### config.mk
export PLATFORM = sky130hd
export DESIGN_NAME = iopfc_cfg
export DESIGN_NICKNAME = d
export VERILOG_FILES = /design/src/core/iopfc_pkg.sv /design/src/core/iopfc_cfg.sv /design/src/core/iopfc_pin_route.sv
export SDC_FILE = /design/constraint.sdc
export NUM_CORES = 1
export LEC_CHECK = 0
export BUFFER_PORTS_ARGS = -buffer_cell sky130_fd_sc_hd__buf_2
export CORE_ASPECT_RATIO = 0.6
export CORE_MARGIN = 5
export CORE_UTILIZATION = 56
export CTS_CLUSTER_SIZE = 25
export DETAILED_ROUTE_END_ITERATION = 10
export GPL_TIMING_DRIVEN = 0
export PLACE_DENSITY = 0.86
export SYNTH_ARGS = -nofsm -noshare
export SYNTH_HDL_FRONTEND = slang
export SYNTH_SLANG_ARGS = --single-unit
### constraint.sdc
create_clock -name ref_clk_i -period 2.45 [get_ports ref_clk_i]
set_input_delay 0.245 -clock ref_clk_i [delete_from_list [all_inputs] [get_ports ref_clk_i]]
set_output_delay 0.245 -clock ref_clk_i [all_outputs]
set_load 0.03 [all_outputs]
### src/core/iopfc_pkg.sv
// Purpose: Shared constants of the interrupt routing and prefetch configuration bank.
// Assumes: Byte offsets on the plain register port; data sits in the low bits.
// Notes:   Write masks clear reserved bits so they store nothing and read zero.
package iopfc_pkg;
    localparam int          ADDR_W          = 8;
    localparam int          DATA_W          = 32;
    localparam int          NUM_PINS        = 4;
    localparam int          NUM_MASTERS     = 8;
    localparam int          GRP_W           = 3;

    localparam logic [7:0]  OFS_TAG_CFG     = 8'h4A;
    localparam logic [7:0]  OFS_ROUTE_CFG   = 8'h4B;
    localparam logic [7:0]  OFS_MISC_A      = 8'h4C;
    localparam logic [7:0]  OFS_PF_LO       = 8'h50;
    localparam logic [7:0]  OFS_MISC_B      = 8'h58;

    localparam logic [7:0]  RST_TAG_CFG     = 8'h00;
    localparam logic [7:0]  RST_ROUTE_CFG   = 8'h00;
    localparam logic [15:0] RST_MISC_A      = 16'h0000;
    localparam logic [15:0] RST_MISC_B      = 16'hC000;
    localparam logic [31:0] RST_PF_LO       = 32'h0000_0000;

    localparam logic [7:0]  WMASK_TAG_CFG   = 8'h03;
    localparam logic [7:0]  WMASK_ROUTE_CFG = 8'hFB;
    localparam logic [15:0] WMASK_MISC_A    = 16'h1FFF;
    localparam logic [15:0] WMASK_MISC_B    = 16'hFFFF;
    localparam logic [31:0] WMASK_PF_LO     = 32'h00FF_FFFF;

    localparam int          BIT_INTR_TAG    = 0;
    localparam int          BIT_NMI_TAG     = 1;
    localparam int          BIT_APIC_EN     = 0;
    localparam int          BIT_MP_ROUTE    = 7;

    localparam int          PF_DISABLE_POS  = 0;
    localparam int          PF_HOST_POS     = 1;
    localparam int          PF_PEER_POS     = 2;
    localparam logic [2:0]  PERIPH_GROUP    = 3'h7;

    localparam logic [3:0]  MSG_TYPE_INTR   = 4'h1;
    localparam logic [3:0]  MSG_TYPE_NMI    = 4'h2;
    localparam int          MSG_TAG_BIT     = 3;

    localparam logic [1:0]  DW_SINGLE       = 2'h1;
    localparam logic [1:0]  DW_PAIR         = 2'h2;
    localparam int          PIN_D           = 3;
endpackage

### src/core/iopfc_cfg.sv
// Purpose: Interrupt tagging, IOAPIC enable, pin routing and prefetch control registers.
// Assumes: Single 200 MHz clock, asynchronous active-low reset, plain register port.
// Notes:   Read data appear one cycle after the read strobe; unmapped reads give zero.
// Summary of operation
// RL1: NMI tag enable sets message type bit3.
// RL2: INTR tag enable sets message type bit3.
// RL3: Pin low when route, mask, GPIO low.
// RL4: GPIO 28..31 map to pins A..D.
// RL5: Raw pad GPIO level, no inversion.
// RL6: Share control sends GPIO assertions to D.
// RL7: IOAPIC off: window ignored, PIC messages direct.
// RL8: IOAPIC on: PIC INTR goes via table.
// RL9: Software keeps must-be-low bits zero.
// RL10: Software clears second misc register at init.
// RL11: Three bits per master, packed in order.
// RL12: Group seven is peripheral pair; 31:24 reserved.
// RL13: Config, misc A, prefetch reset to zero.
// RL14: Share control puts all sources on D.
// RL15: Prefetch disable: one or two doublewords.
// RL16: Host request discards prefetch data on flag.
// RL17: Reserved bits read zero, ignore writes.
`timescale 1ns/100ps
module iopfc_cfg (
    input  wire logic        ref_clk_i,
    input  wire logic        rst_n_i,
    input  wire logic [7:0]  reg_addr_i,
    input  wire logic [31:0] reg_wdata_i,
    input  wire logic        reg_wr_i,
    input  wire logic        reg_rd_i,
    output logic      [31:0] reg_rdata_o,
    input  wire logic        pic_intr_i,
    input  wire logic        local_nmi_i,
    input  wire logic        apic_msg_valid_i,
    input  wire logic [3:0]  apic_msg_type_i,
    output logic             msg_valid_o,
    output logic      [3:0]  msg_type_o,
    output logic             apic_pic_intr_o,
    input  wire logic        apic_win_access_i,
    output logic             apic_win_accept_o,
    input  wire logic [3:0]  redir_mask_i,
    input  wire logic [3:0]  gpio_raw_i,
    input  wire logic [3:0]  int_src_i,
    input  wire logic        share_all_on_pin_d_i,
    output logic      [3:0]  pci_int_pins_n_o,
    output logic      [3:0]  pci_int_pins_n_oe_o,
    input  wire logic        rd_req_i,
    input  wire logic [2:0]  rd_master_i,
    input  wire logic        rd_burst_i,
    output logic      [1:0]  rd_dwords_o,
    output logic             rd_prefetch_o,
    input  wire logic        host_req_on_pci_i,
    input  wire logic        peer_req_i,
    input  wire logic [2:0]  peer_master_i,
    output logic      [7:0]  pf_discard_o,
    output logic      [7:0]  pf_disable_o
);
    logic [7:0]  tag_cfg_r;
    logic [7:0]  tag_cfg_nxt;
    logic [7:0]  route_cfg_r;
    logic [7:0]  route_cfg_nxt;
    logic [15:0] misc_a_r;
    logic [15:0] misc_a_nxt;
    logic [15:0] misc_b_r;
    logic [15:0] misc_b_nxt;
    logic [31:0] pf_lo_r;
    logic [31:0] pf_lo_nxt;
    logic [31:0] rdata_r;
    logic [31:0] rdata_nxt;

    logic        apic_en;
    logic [7:0]  dis_host;
    logic [7:0]  dis_peer;

    // Register file. Masks drop writes to reserved bits.
    always_comb begin
        tag_cfg_nxt   = tag_cfg_r;
        route_cfg_nxt = route_cfg_r;
        misc_a_nxt    = misc_a_r;
        misc_b_nxt    = misc_b_r;
        pf_lo_nxt     = pf_lo_r;
        if (reg_wr_i) begin
            unique case (reg_addr_i)
                iopfc_pkg::OFS_TAG_CFG: begin
                    tag_cfg_nxt = reg_wdata_i[7:0] & iopfc_pkg::WMASK_TAG_CFG; // RL17
                end
                iopfc_pkg::OFS_ROUTE_CFG: begin
                    route_cfg_nxt = reg_wdata_i[7:0] & iopfc_pkg::WMASK_ROUTE_CFG; // RL17
                end
                iopfc_pkg::OFS_MISC_A: begin
                    misc_a_nxt = reg_wdata_i[15:0] & iopfc_pkg::WMASK_MISC_A; // RL17
                end
                iopfc_pkg::OFS_MISC_B: begin
                    misc_b_nxt = reg_wdata_i[15:0] & iopfc_pkg::WMASK_MISC_B;
                end
                iopfc_pkg::OFS_PF_LO: begin
                    pf_lo_nxt = reg_wdata_i & iopfc_pkg::WMASK_PF_LO; // RL12 RL17
                end
                default: begin
                end
            endcase
        end
    end

    // Reads of unmapped offsets return zero rather than stalling the port.
    always_comb begin
        rdata_nxt = 32'h0000_0000;
        if (reg_rd_i) begin
            unique case (reg_addr_i)
                iopfc_pkg::OFS_TAG_CFG: begin
                    rdata_nxt = {24'h00_0000, tag_cfg_r};
                end
                iopfc_pkg::OFS_ROUTE_CFG: begin
                    rdata_nxt = {24'h00_0000, route_cfg_r};
                end
                iopfc_pkg::OFS_MISC_A: begin
                    rdata_nxt = {16'h0000, misc_a_r};
                end
                iopfc_pkg::OFS_MISC_B: begin
                    rdata_nxt = {16'h0000, misc_b_r};
                end
                iopfc_pkg::OFS_PF_LO: begin
                    rdata_nxt = pf_lo_r;
                end
                default: begin
                    rdata_nxt = 32'h0000_0000;
                end
            endcase
        end
    end

    // Misc B resets nonzero; the setup code is expected to clear it.
    always_ff @(posedge ref_clk_i or negedge rst_n_i) begin
        if (!rst_n_i) begin
            tag_cfg_r   <= iopfc_pkg::RST_TAG_CFG; // RL13
            route_cfg_r <= iopfc_pkg::RST_ROUTE_CFG; // RL13
            misc_a_r    <= iopfc_pkg::RST_MISC_A; // RL13
            misc_b_r    <= iopfc_pkg::RST_MISC_B;
            pf_lo_r     <= iopfc_pkg::RST_PF_LO; // RL13
            rdata_r     <= 32'h0000_0000;
        end else begin
            tag_cfg_r   <= tag_cfg_nxt;
            route_cfg_r <= route_cfg_nxt;
            misc_a_r    <= misc_a_nxt;
            misc_b_r    <= misc_b_nxt;
            pf_lo_r     <= pf_lo_nxt;
            rdata_r     <= rdata_nxt;
        end
    end

    assign reg_rdata_o = rdata_r;
    assign apic_en     = route_cfg_r[iopfc_pkg::BIT_APIC_EN];

    // Upstream interrupt messages. IOAPIC messages win the link; local
    // requests wait in pending flags, where a new event beats the clear.
    logic       pic_q_r;
    logic       pic_q_nxt;
    logic       nmi_q_r;
    logic       nmi_q_nxt;
    logic       intr_pend_r;
    logic       intr_pend_nxt;
    logic       nmi_pend_r;
    logic       nmi_pend_nxt;
    logic       msg_valid_r;
    logic       msg_valid_nxt;
    logic [3:0] msg_type_r;
    logic [3:0] msg_type_nxt;
    logic       pic_direct;

    assign pic_direct = pic_intr_i & ~apic_en; // RL7 RL8

    always_comb begin
        pic_q_nxt     = pic_direct;
        nmi_q_nxt     = local_nmi_i;
        intr_pend_nxt = intr_pend_r;
        nmi_pend_nxt  = nmi_pend_r;
        msg_valid_nxt = 1'b0;
        msg_type_nxt  = msg_type_r;
        // NMI goes ahead of INTR, so a burst of PIC edges cannot hold it back.
        if (apic_msg_valid_i) begin
            msg_valid_nxt = 1'b1;
            msg_type_nxt  = apic_msg_type_i;
        end else if (nmi_pend_r) begin
            msg_valid_nxt = 1'b1;
            msg_type_nxt  = iopfc_pkg::MSG_TYPE_NMI;
            msg_type_nxt[iopfc_pkg::MSG_TAG_BIT] = tag_cfg_r[iopfc_pkg::BIT_NMI_TAG]; // RL1
            nmi_pend_nxt  = 1'b0;
        end else if (intr_pend_r && !apic_en) begin
            msg_valid_nxt = 1'b1;
            msg_type_nxt  = iopfc_pkg::MSG_TYPE_INTR;
            msg_type_nxt[iopfc_pkg::MSG_TAG_BIT] = tag_cfg_r[iopfc_pkg::BIT_INTR_TAG]; // RL2
            intr_pend_nxt = 1'b0;
        end
        // A request still pending when the IOAPIC takes over is dropped.
        if (apic_en) begin
            intr_pend_nxt = 1'b0; // RL8
        end
        if (pic_direct && !pic_q_r) begin
            intr_pend_nxt = 1'b1; // RL7
        end
        if (local_nmi_i && !nmi_q_r) begin
            nmi_pend_nxt = 1'b1;
        end
    end

    always_ff @(posedge ref_clk_i or negedge rst_n_i) begin
        if (!rst_n_i) begin
            pic_q_r     <= 1'b0;
            nmi_q_r     <= 1'b0;
            intr_pend_r <= 1'b0;
            nmi_pend_r  <= 1'b0;
            msg_valid_r <= 1'b0;
            msg_type_r  <= 4'h0;
        end else begin
            pic_q_r     <= pic_q_nxt;
            nmi_q_r     <= nmi_q_nxt;
            intr_pend_r <= intr_pend_nxt;
            nmi_pend_r  <= nmi_pend_nxt;
            msg_valid_r <= msg_valid_nxt;
            msg_type_r  <= msg_type_nxt;
        end
    end

    assign msg_valid_o       = msg_valid_r;
    assign msg_type_o        = msg_type_r;
    assign apic_pic_intr_o   = pic_intr_i & apic_en; // RL8
    assign apic_win_accept_o = apic_win_access_i & apic_en; // RL7

    // The share-on-pin-D control is a bit of another bridge register, so it
    // arrives as a level. Misc A bits must stay low, so none of them may steer
    // the pins; misc A is plain storage here.
    iopfc_pin_route u_pin_route (
        .ref_clk_i            (ref_clk_i),
        .rst_n_i              (rst_n_i),
        .mp_gpio_route_en_i   (route_cfg_r[iopfc_pkg::BIT_MP_ROUTE]),
        .share_all_on_pin_d_i (share_all_on_pin_d_i),
        .redir_mask_i         (redir_mask_i),
        .gpio_raw_i           (gpio_raw_i),
        .int_src_i            (int_src_i),
        .pci_int_pins_n_o     (pci_int_pins_n_o),
        .pci_int_pins_n_oe_o  (pci_int_pins_n_oe_o)
    );

    // Per-master prefetch fields; group seven is the peripheral pair.
    genvar g;
    generate
        for (g = 0; g < iopfc_pkg::NUM_MASTERS; g++) begin : g_grp
            assign pf_disable_o[g] = pf_lo_r[g*iopfc_pkg::GRP_W + iopfc_pkg::PF_DISABLE_POS]; // RL11 RL12
            assign dis_host[g]     = pf_lo_r[g*iopfc_pkg::GRP_W + iopfc_pkg::PF_HOST_POS]; // RL11
            assign dis_peer[g]     = pf_lo_r[g*iopfc_pkg::GRP_W + iopfc_pkg::PF_PEER_POS]; // RL11
        end
    endgenerate

    logic [1:0] dw_r;
    logic [1:0] dw_nxt;
    logic       pf_r;
    logic       pf_nxt;
    logic [7:0] discard_r;
    logic [7:0] discard_nxt;
    logic [7:0] peer_hit;

    // Only the request size, prefetch flag and discard mask are decided here; the cacheline prefetch engine
    // and the next-doubleword exception on discard belong to the bridge.
    always_comb begin
        peer_hit = 8'h00;
        if (peer_req_i) begin
            peer_hit = dis_peer;
            // A peer request never discards the requester's own data.
            peer_hit[peer_master_i] = 1'b0;
        end
        discard_nxt = peer_hit;
        if (host_req_on_pci_i) begin
            discard_nxt = discard_nxt | dis_host; // RL16
        end
        dw_nxt = dw_r;
        pf_nxt = 1'b0;
        if (rd_req_i) begin
            if (!rd_burst_i) begin
                dw_nxt = iopfc_pkg::DW_SINGLE; // RL15
            end else if (pf_disable_o[rd_master_i]) begin
                dw_nxt = iopfc_pkg::DW_PAIR; // RL15
            end else begin
                dw_nxt = 2'h0;
                pf_nxt = 1'b1; // RL15
            end
        end
    end

    always_ff @(posedge ref_clk_i or negedge rst_n_i) begin
        if (!rst_n_i) begin
            dw_r      <= 2'h0;
            pf_r      <= 1'b0;
            discard_r <= 8'h00;
        end else begin
            dw_r      <= dw_nxt;
            pf_r      <= pf_nxt;
            discard_r <= discard_nxt;
        end
    end

    assign rd_dwords_o   = dw_r;
    assign rd_prefetch_o = pf_r;
    assign pf_discard_o  = discard_r;
endmodule

### src/core/iopfc_pin_route.sv
// Purpose: Drives the four open-drain PCI interrupt pins from GPIO and internal sources.
// Assumes: GPIO levels are the raw pad levels, synchronous to the clock.
// Notes:   Enables come from flip-flops so the pads never see decode glitches.
`timescale 1ns/100ps
module iopfc_pin_route (
    input  wire logic       ref_clk_i,
    input  wire logic       rst_n_i,
    input  wire logic       mp_gpio_route_en_i,
    input  wire logic       share_all_on_pin_d_i,
    input  wire logic [3:0] redir_mask_i,
    input  wire logic [3:0] gpio_raw_i,
    input  wire logic [3:0] int_src_i,
    output logic      [3:0] pci_int_pins_n_o,
    output logic      [3:0] pci_int_pins_n_oe_o
);
    logic [3:0] gpio_act;
    logic [3:0] per_pin;
    logic [3:0] oe_r;
    logic [3:0] oe_nxt;

    // Bit n pairs GPIO 28+n with redirection entry 20+n and pin A+n.
    assign gpio_act = {4{mp_gpio_route_en_i}} & redir_mask_i & ~gpio_raw_i; // RL3 RL4 RL5

    always_comb begin
        per_pin = gpio_act | int_src_i;
        if (share_all_on_pin_d_i) begin
            oe_nxt = 4'h0; // RL6 RL14
            oe_nxt[iopfc_pkg::PIN_D] = |per_pin; // RL6 RL14
        end else begin
            oe_nxt = per_pin; // RL14
        end
    end

    always_ff @(posedge ref_clk_i or negedge rst_n_i) begin
        if (!rst_n_i) begin
            oe_r <= 4'h0;
        end else begin
            oe_r <= oe_nxt;
        end
    end

    // The pins are only ever pulled low; release means high impedance.
    assign pci_int_pins_n_o    = 4'h0; // RL3
    assign pci_int_pins_n_oe_o = oe_r;
endmodule

# After elaboration in Yosys (flattened, before gate mapping)
# Index checks and enable logic that the tools add are counted.
# totals
in_bits,75
out_inout_bits,66
ff_bits,118
# classes
bitwise,11
n_reduce_logical,16
magnitude_cmp,3
n_mux,27
n_eq_ne,8
# op_table
cell,n
24-bit case mux with 5 select lines,1
"8-bit by 7-bit == test with 1-bit output, second input constant",5
24-bit 2-to-1 mux,1
4-bit 2-to-1 mux,4
8-bit 2-to-1 mux,2
1-bit 2-to-1 mux,15
2-bit AND reduction,5
4-bit bitwise AND,2
8-bit bitwise AND,1
"3-bit by 4-bit less-than comparator with 1-bit output, second input constant",2
8-bit NOT,1
8-bit OR,1
3-bit nonzero test,2
1-bit logical AND,4
2-bit 2-to-1 mux,2
4-bit NOT,1
4-bit OR,1
4-bit OR reduction,1
1-bit bitwise AND,3
1-bit binary-select mux with 3-bit select,1
1-bit demux with 3-bit select,1
"3-bit by 1-bit >= comparator with 1-bit output, second input constant",1
1-bit zero test,3
"3-bit by 1-bit inequality test with 1-bit output, second input constant",1
4 further kinds,4

# Depth between registers and ports, before layout
# Gate-level depths: netlist of the first run.
# depth
word_depth,9
mapped_depth,7
mapped_depth_nobuf,4

# Hierarchy
# Synthesis of the first run repeated with hierarchy kept, for this count alone.
# hier_totals
hier_cells,361
area_unflattened_um2,4986.0
# modules_own_cells
mod,cells_per_inst,n_inst,area_per_inst_um2
iopfc_cfg,338,1,4767.1
iopfc_pin_route,23,1,219.0

# Worst setup path before layout of the first run
# OpenSTA, ideal clock, no wires.
# synth_path
kind,input port to flip-flop
from,in reg_addr_i[5]
to,reg tag_cfg_r[0]
setup_time_ns,0.125
path_buffers,1
stages,5
t_required_ns,2.325
arrival_ns,1.728
path_slack_ns,0.597
cell_sequence,or4b_1 buf_6 nor3b_1 and3_1 mux2_2
# synth_between
elab_chain_len,2
# synth_rtl
item,line_no,text
from (decl),iopfc_cfg.sv:26,"input wire logic [7:0] reg_addr_i,"
8-bit by 7-bit == test with 1-bit output,iopfc_cfg.sv:82,unique case (reg_addr_i)
2-bit AND reduction (no line),n/a,
to (signal assigned),iopfc_cfg.sv:134,tag_cfg_r <= iopfc_pkg::RST_TAG_CFG;
to (signal assigned),iopfc_cfg.sv:141,tag_cfg_r <= tag_cfg_nxt;
to (decl),iopfc_cfg.sv:57,logic [7:0] tag_cfg_r;
# No other way between the ends.
# A chain may end at the register's enable or synchronous reset.

# Worst setup path in the final report of the first run
# layout_path
from,in reg_addr_i[1]
to,reg rdata_r[22] (netlist: reg_rdata_o[22])
# layout_between
elab_chain_len,3
# layout_rtl
item,line_no,text
8-bit by 7-bit == test with 1-bit output,iopfc_cfg.sv:108,unique case (reg_addr_i)
24-bit case mux with 5 select lines (*),iopfc_cfg.sv:108,
24-bit 2-to-1 mux (*),iopfc_cfg.sv:107,if (reg_rd_i) begin
via rdata_nxt[22],iopfc_cfg.sv:68,logic [31:0] rdata_nxt;
to (signal assigned),iopfc_cfg.sv:146,rdata_r <= rdata_nxt;
to (decl),iopfc_cfg.sv:67,logic [31:0] rdata_r;
# The timed path passes the listed nets; every way through them passes the cells marked *.

==> results of run 1 <==
==> how the worst max path moves through the flow <==
stage	from	end	slack (ns)	depth (start not counted)
2_1_floorplan	reg_addr_i[5]	tag_cfg_r[0]	0.60	5
3_3_place_gp	rst_n_i	pf_lo_r[17]	-0.04	1
3_5_place_dp	reg_addr_i[1]	reg_rdata_o[22]	0.23	5
4_1_cts	reg_addr_i[1]	reg_rdata_o[16]	0.60	5
5_1_grt	reg_addr_i[1]	reg_rdata_o[16]	0.47	5
6_report	reg_addr_i[1]	reg_rdata_o[22]	0.59	5
==> metal layers <==
metal,track usage,routed length [um]
met2,0.340,5220
met3,0.0572,911
met5,0,15
met1,0.305,4950
met4,0.0681,160
==> power by group <==
| group | internal [W] | leakage [nW] | switching, W |
|---|---|---|---|
| Sequential | 0.00189 | 1.49 | 0.0000484 |
| Combinational | 0.000171 | 1.50 | 0.000232 |
| Clock | 0.000798 | 0.135 | 0.000668 |
| Total | 0.00286 | 3.13 | 0.000949 |
==> sequential cells by signal, indices dropped and copies added (netlist names) <==
signal,count
intr_pend_r,1
misc_a_r,13
misc_b_r,16
msg_type_o,4
msg_valid_o,1
nmi_pend_r,1
nmi_q_r,1
pf_discard_o,8
pf_lo_r,24
pic_q_r,1
rd_dwords_o,2
rd_prefetch_o,1
reg_rdata_o,24
route_cfg_r,7
tag_cfg_r,2
u_pin_route.pci_int_pins_n_oe_o,4
==> metrics by stage <==
step,std cells,area (sq um),util
after CTS,617,5900,0.700
after global routing,617,5900,0.700
after detailed placement,600,5590,0.663
after floorplan,369,4830,-
final,617,5900,0.700
after global placement,599,5560,0.660
==> area by class of cell <==
class / count / area, sq um
Fill cell: 618 / 2530
Clock inverter: 6 / 70.1
Clock buffer: 10 / 229
Sequential cell: 110 / 2760
Buffer: 34 / 238
Inverter: 9 / 33.8
Tap cell: 112 / 140
Multi-Input combinational cell: 216 / 1800
Timing Repair Buffer: 120 / 631
==> Yosys cell counts (all sizes together) (4+ instances only) <==
master  number
a32o         7
clkbuf       4
nor2b        7
nand2       14
dfrtp      108
a22oi       12
o21ai        5
nand3b       5
buf         30
and2        11
o22a         5
mux2i       11
nor2        24
mux2        71
inv          9
==> worst max-delay path, stage by stage <==
cell and delay (ns):
buf_2 0.13, nor4b_1 0.39, nand2_1 0.27, nor3b_1 0.87
and2_1 0.23
==> kinds of logic after synthesis <==
kind of cell,share of synthesized area
flops,0.576
mux,0.207
compound gates,0.0700
simple gates,0.0897
other cells,0.000783
buf+inv,0.0567
==> repair_timing <==
action,4_1_cts,5_1_grt
buffers inserted,0,0
hold buffers,1,0
hold endpoints to repair,47,0
==> flow_summary.yaml, run 1 <==
run_status:
  status: "complete, no violations"
setup_path:
  crit_path_start_kind: "primary input"
  r2r_slack_ns: 1.07
  r2r_end: "msg_type_o[3]"
  crit_fanout: 8
  crit_arrival_ns: 2.15
  worstSetupEndpointType: "flop"
  r2r_cells: 2
  required_ns: 2.74
  r2r_start: "route_cfg_r[0]"
  crit_type: "primary input to flop"
floorplan:
  core_area_sq_um: 8430
  dieWidth_um: 129
  start_util: 0.568
  fp.dieH_um: 81.6
  rows: 26
  pin_count: 141
  dieArea_sq_um: 10600
timing:
  final.min_clock_period_ns: 1.86
  slew_headroom: 0.336
  setup_ws_ns: 0.588
  clock.fmax_ghz: 0.537
  worst_pin_slew_ns: 0.993
  setup_viol: 0
  finalHoldViolCount: 0
  finClkSkew_ns: 0.00762
  drv_slew: 0
  tns_ns: 0
  hold-worst-slack_ns: 0.0165
  rsz0062_at_grt: "no"
  period_share: 0.760
logic_synthesis:
  ys_ff_latch: 110
  synthDominantCellAreaShare: 0.565
  synth-edff-count: 0
  netlist_area_sq_um: 4790
  yosys_warnings: 0
  synth_area_leaders: "dfrtp_1, mux2_2, buf_4"
  synthCells: 358
  synth_cell_types: 47
  synth-async-reset-ratio: 1.00
  seq_area_frac_synth: 0.576
  avgSynthCellArea_sq_um: 13.4
  yosys.area.top_type: "dfrtp_1"
  synth_flop_cell: "dfrtp_1"
clock_tree:
  clk_latency_ns: 0.36
  path_clk_slew_ns: 0.07
  cts_buffers: 9
  ctsResizeCount: 0
  cts-root-buf: "clkbuf_16"
  cts_sinks: 110
  cts_tree: "yes"
  cts_max_level: 3
  clock_path_buffers: 2
global_route:
  gr-usage-all-layers: 0.219
  grt_max_degree: 63
  grt_pass1_wl_mm: 17.5
  overflow: 0
  antenna_found_initial: 1
  grt_pass1_vias: 3446
route:
  wl_per_cell_um: 18.2
  drt-initial-drc-count: 324
  vias: 3315
  dr.pass1.iters: 4
  drc: 0
  viasPerCell: 5.37
  drtAntennaViolNets: 0
  postRouteWirelength_mm: 11.3
layout:
  drive_gt1_frac: 0.479
  antenna_cells: 0
  final_cell_mix: "buf_2, dfrtp_1, mux2_2"
  final_common_cell: "buf_2"
  syn_to_final_growth_pct: 23.2
  nets: 575
job:
  maxCapViolations: 0
pwr:
  leakagePower_nw: 3.13
  p_total_w: 0.00381
  ir_drop_mv: 0.399
  power_density_nw_per_um2: 646
worst_hold_path:
  min-delay-start: "local_nmi_i"
  min_to: "nmi_q_r"
  min_path_cells: 1
  min_path_type: "primary input to flop"
placed_design:
  hpwl_mm: 8.41
  dp_slack_ns: 0.234
  place_congestion: 0.866
  io_buffers: 118
Power figures use the tool's default switching activity.
==> run 2: changes to the inputs <==
Settings changed: ABC_AREA set to 1, CORE_UTILIZATION 56 to 52, PLACE_DENSITY 0.86 to 0.8.
Clock period 2.45 ns to 1.8 ns, I/O delays scaled along.
==> run 2 against run 1 <==
Register-to-register slack got worse by 0.52 ns. Sequential cell count is the same. Non-clock buffer count is 5 higher. Cell count is 32% higher. Utilization is 4.4 points lower. Sequential share of layout area decreased by 0.84 points. Clock power increased by 37%. Via count up 26%. Largest cell class unchanged. Highest routed layer is now met4.
==> flow_summary.yaml, run 2 <==
run_status:
  status: "complete, no violations"
route:
  met2_length_mm: 5.78
  wl_met1_mm: 5.93
  vias: 4191
  wl_met3_mm: 1.24
  highest_layer: "met4"
  wl_per_cell_um: 16.2
  drt-initial-drc-count: 394
  drtAntennaViolNets: 0
  drc: 0
  viasPerCell: 5.15
  postRouteWirelength_mm: 13.1
  dr.pass1.iters: 5
timing:
  finClkSkew_ns: 0.00901
  slew_headroom: 0.530
  finalHoldViolCount: 0
  setup_ws_ns: 0.414
  drv_slew: 0
  rsz0062_at_grt: "no"
  period_share: 0.770
  clock.fmax_ghz: 0.721
  worst_pin_slew_ns: 0.704
  final.min_clock_period_ns: 1.39
  setup_viol: 0
setup_path:
  endpoint: "pf_disable_o[0]"
  required_ns: 1.62
  r2r_cells: 4
  worstSetupEndpointType: "primary output"
  crit_fanout: 4
  cp-startpoint: "pf_lo_r[0]"
  r2r_end: "u_pin_route.pci_int_pins_n_oe_o[3]"
  r2r_slack_ns: 0.55
  r2r_start: "route_cfg_r[7]"
  crit_type: "flop to primary output"
  crit_arrival_ns: 1.21
  crit_path_start_kind: "flop"
global_route:
  grt_pass1_vias: 4244
  grt_max_degree: 60
  gr-usage-all-layers: 0.237
  overflow: 0
  grt_pass1_wl_mm: 21.5
  antenna_found_initial: 0
pwr:
  pwr-share-seq: 0.504
  clkPwrFrac: 0.384
  ir_drop_mv: 0.492
  switching_share: 0.259
  intPower_w: 0.00390
  power_frac_comb: 0.112
  leakagePower_nw: 3.32
  p_switching_w: 0.00136
  power_density_nw_per_um2: 876
floorplan:
  pin_count: 141
  rows: 27
  core_area_sq_um: 9160
  fp.dieH_um: 84.9
  dieArea_sq_um: 11400
  start_util: 0.531
  dieWidth_um: 135
clock_tree:
  ctsResizeCount: 0
  cts-root-buf: "clkbuf_16"
  post_cts_buffers: 0
  cts_sinks: 110
  hold_buffers: 2
  clk_latency_ns: 0.36
  path_clk_slew_ns: 0.07
  cts_tree: "yes"
  cts_buffers: 9
  clock_path_buffers: 2
  cts_max_level: 3
logic_synthesis:
  yosys.area.top_type: "dfrtp_1"
  yosys_warnings: 0
  synth_flop_cell: "dfrtp_1"
  synth_area_leaders: "dfrtp_1, nand2_1, nand3_1"
  seq_area_frac_synth: 0.567
  yosys-top-cells-count: "dfrtp_1, nand2_1, nand3_1"
  netlist_area_sq_um: 4860
  synth-async-reset-ratio: 1.00
  ys_ff_latch: 110
  synthCells: 535
  synth_cell_types: 34
  synthDominantCellAreaShare: 0.556
  avgSynthCellArea_sq_um: 9.08
  synthMostInstantiatedCell: "dfrtp_1"
  synth-edff-count: 0
placed_design:
  dp_slack_ns: 0.224
  hpwl_mm: 9.77
  dp_cells: 795
  place_congestion: 0.927
  io_buffers: 118
layout:
  final_common_cell: "buf_2"
  fillers: 754
  drive_gt1_frac: 0.297
  fin_cells: 813
  final_cell_mix: "buf_2, dfrtp_1, nand2_1"
  syn_to_final_growth_pct: 23.6
  utilization: 0.656
  nets: 753
  antenna_cells: 0
job:
  maxCapViolations: 0
worst_hold_path:
  min_path_type: "primary input to flop"
## run 2: cell types whose count changed after synthesis, moves of 8 or more
| cell | delta |
|---|---|
| mux2_4 | -10 |
| nor2_1 | +18 |
| o21ai_1 | +31 |
| and2_1 | -11 |
| nand2_1 | +86 |
| mux2i_1 | -11 |
| mux2_2 | -60 |
| inv_1 | +53 |
| nand3_1 | +62 |
| o21ai_0 | +29 |
| a22oi_1 | -12 |
| a21oi_2 | +8 |
## run 2: stage by stage
step	instance area [sq um]	power (W)	hold WS (ns)	setup TNS, ns
after global routing	6010	0.00547	0.0167	0
after detailed placement	5680	0.00328	0.270	0
after global placement	5650	0.00324	0.304	-67.98
after floorplan	4900	0.00302	-0.116	0
after CTS	6010	0.00528	0.0160	0
final	6010	0.00526	0.0284	0
## run 2: worst min-delay path by stage
stage | depth (start not counted) | slack [ns] | end | startpoint
5_1_grt | 2 | 0.02 | u_pin_route.pci_int_pins_n_oe_o[2] | share_all_on_pin_d_i
6_report | 3 | 0.03 | u_pin_route.pci_int_pins_n_oe_o[3] | int_src_i[3]
4_1_cts | 2 | 0.02 | u_pin_route.pci_int_pins_n_oe_o[2] | share_all_on_pin_d_i
2_1_floorplan | 0 | -0.12 | intr_pend_r | rst_n_i
3_3_place_gp | 1 | 0.30 | nmi_q_r | local_nmi_i
3_5_place_dp | 1 | 0.27 | reg_rdata_o[6] | rst_n_i
## run 2: kinds of logic after synthesis
kind of cell	count (synthesis)	synth area share
AOI/OAI and AO/OA	96	0.115
buffers and inverters	106	0.110
DFF	110	0.567
other	1	0.000772
and+or+nand+nor	222	0.207
## run 2: cell type report
type	count	area, sq um	area share
buffer	38	280	0.0467
clock buffer	11	243	0.0404
clock inverter	5	58.8	0.00979
inverter	68	256	0.0427
multi-input combinational	330	1610	0.268
sequential	110	2760	0.459
tap	130	163	0.0271
timing repair buffer	121	641	0.107
## run 2: routing by layer
metal	global-route usage	vias to the layer above
met5	0	-
met4	0.0582	0
met3	0.0664	22
met2	0.354	213
met1	0.347	1990
li1	-	1966
## run 2: power groups by stage
stage          registers, W  clock network (W)  logic (W)
2_1_floorplan       0.00274                  0   0.000277
3_3_place_gp        0.00269                  0   0.000555
3_5_place_dp        0.00269                  0   0.000585
4_1_cts             0.00265            0.00204   0.000590
5_1_grt             0.00266            0.00216   0.000647
6_report            0.00265            0.00202   0.000589
## run 2: critical path, cell delays in order, from the launching register on
cell and delay [ns]:
dfrtp_1 0.50, buf_4 0.16, buf_2 0.19
==> run 3: changes to the inputs <==
Clock period 1.8 ns to 1.35 ns, I/O delays scaled along.
==> run 3 against run 2 <==
Via count up 1.6%. Critical path depth did not move. Worst hold slack worse by 0.022 ns. Cell count rose by 0.49%. Non-clock buffer count is 4 higher. Critical endpoint unchanged. Register-to-register slack worse by 0.41 ns. Sequential power grew 33%. Worst setup slack got worse by 0.35 ns. Clock power is 34% higher. Utilization increased by 0.45 points. Sequential share of layout area is 0.29 points lower.
==> flow_summary.yaml, run 3 (synthesized netlist as in run 2, its figures left out) <==
run_status:
  status: "complete, no violations"
layout:
  finalInstanceArea_sq_um: 6050
  fillers: 748
  drive_gt1_frac: 0.297
  utilization: 0.661
  final_cell_mix: "buf_2, dfrtp_1, nand2_1"
  nets: 757
  final_common_cell: "buf_2"
  antenna_cells: 0
  syn_to_final_growth_pct: 24.4
timing:
  tns_ns: 0
  slew_headroom: 0.530
  worst_pin_slew_ns: 0.706
  final.min_clock_period_ns: 1.28
  clock.fmax_ghz: 0.779
  setup_viol: 0
  rsz0062_at_grt: "no"
  finClkSkew_ns: 0.00585
  finalHoldViolCount: 0
  drv_slew: 0
  period_share: 0.951
setup_path:
  required_ns: 1.22
  crit_path_start_kind: "flop"
  cp_num_cells: 2
  max_stage_delay_ns: 0.47
  worstSetupEndpointType: "primary output"
  crit_chain: "buf_4, buf_2"
  path_buf_inv: 2
  crit_arrival_ns: 1.15
  r2r_cells: 5
  crit_family: "flip-flops"
  crit_fanout: 4
  crit_type: "flop to primary output"
  crit_slowest_cell: "dfrtp_2"
pwr:
  power_frac_comb: 0.113
  p_switching_w: 0.00182
  pwr-share-seq: 0.503
  p_total_w: 0.00703
  ir_drop_mv: 0.662
  clkPwrFrac: 0.384
  power_density_nw_per_um2: 1160
  leakagePower_nw: 3.33
  switching_share: 0.259
  intPower_w: 0.00520
job:
  maxCapViolations: 0
route:
  postRouteWirelength_mm: 13.2
  drtAntennaViolNets: 0
  viasPerCell: 5.21
  vias: 4258
  dr.pass1.iters: 5
  drc: 0
  drt-initial-drc-count: 429
  wl_per_cell_um: 16.2
floorplan:
  dieArea_sq_um: 11400
  start_util: 0.531
  pin_count: 141
  dieWidth_um: 135
  rows: 27
  core_area_sq_um: 9160
  fp.dieH_um: 84.9
global_route:
  antenna_found_initial: 0
  gr-usage-all-layers: 0.240
  grt_max_degree: 60
  grt_pass1_wl_mm: 21.6
  grt_pass1_vias: 4267
  overflow: 0
placed_design:
  dpl-instance-area_sq_um: 5680
  place_congestion: 0.927
  io_buffers: 118
  hpwl_mm: 9.77
clock_tree:
  clk_latency_ns: 0.35
  cts_max_level: 3
  cts_buffers: 9
  path_clk_slew_ns: 0.07
  post_cts_buffers: 0
  cts_tree: "yes"
  cts-root-buf: "clkbuf_16"
  cts_sinks: 110
  clock_path_buffers: 2
worst_hold_path:
  min_path_cells: 3
  min_path_type: "primary input to flop"
[run 3: final cells by class]
| type | count | area [sq um] | area share |
|---|---|---|---|
| multi-input combinational | 330 | 1610 | 0.266 |
| sequential | 110 | 2760 | 0.456 |
| clock inverter | 5 | 58.8 | 0.00972 |
| tap | 130 | 163 | 0.0269 |
| clock buffer | 11 | 243 | 0.0401 |
| buffer | 38 | 280 | 0.0463 |
| inverter | 68 | 256 | 0.0424 |
| timing repair buffer | 125 | 681 | 0.113 |
[run 3: worst paths after layout]
check                                from              end  slack [ns]
min in group asynchronous         rst_n_i   reg_rdata_o[6]        0.37
max in group asynchronous         rst_n_i     misc_b_r[14]        0.20
max reg2reg                    nmi_pend_r    msg_type_o[3]        0.14
max                            pf_lo_r[0]  pf_disable_o[0]        0.07
min                        reg_wdata_i[0]   route_cfg_r[0]       0.007
min reg2reg                       nmi_q_r       nmi_pend_r        0.44
[run 3: power groups by stage]
stage	registers (W)	clock network (W)	logic, W
global placement	0.00358	0	0.000740
CTS	0.00353	0.00272	0.000794
floorplan	0.00365	0	0.000370
global route	0.00355	0.00289	0.000873
finish	0.00353	0.00270	0.000795
detailed placement	0.00359	0	0.000779
[run 3: through the flow]
step / setup slack [ns] / std cells / hold WS, ns
floorplan: 0.238 / 546 / -0.161
global placement: -1.04 / 794 / 0.259
detailed placement: -0.181 / 795 / 0.225
CTS: 0.0158 / 816 / 0.00190
global route: 0.00495 / 817 / 0.0203
finish: 0.0658 / 817 / 0.00679
[run 3: per-layer routing]
metal	GRT usage	vias up	part of all wire
li1	-	1977	-
met1	0.349	2048	0.45
met2	0.357	210	0.44
met3	0.0699	23	0.094
met4	0.0582	0	0.013
met5	0	-	0
[run 3: tightest hold or removal path, cell delays in order]
cell and delay, ns:
buf_2 0.09, nand2_1 0.04, o21ai_0 0.05
[run 3: repair_timing]
item	in CTS	in global routing
endpoints found under the setup margin	0	2
hold buffers	5	1
gates resized for setup	0	2
endpoints found under the hold margin	57	1
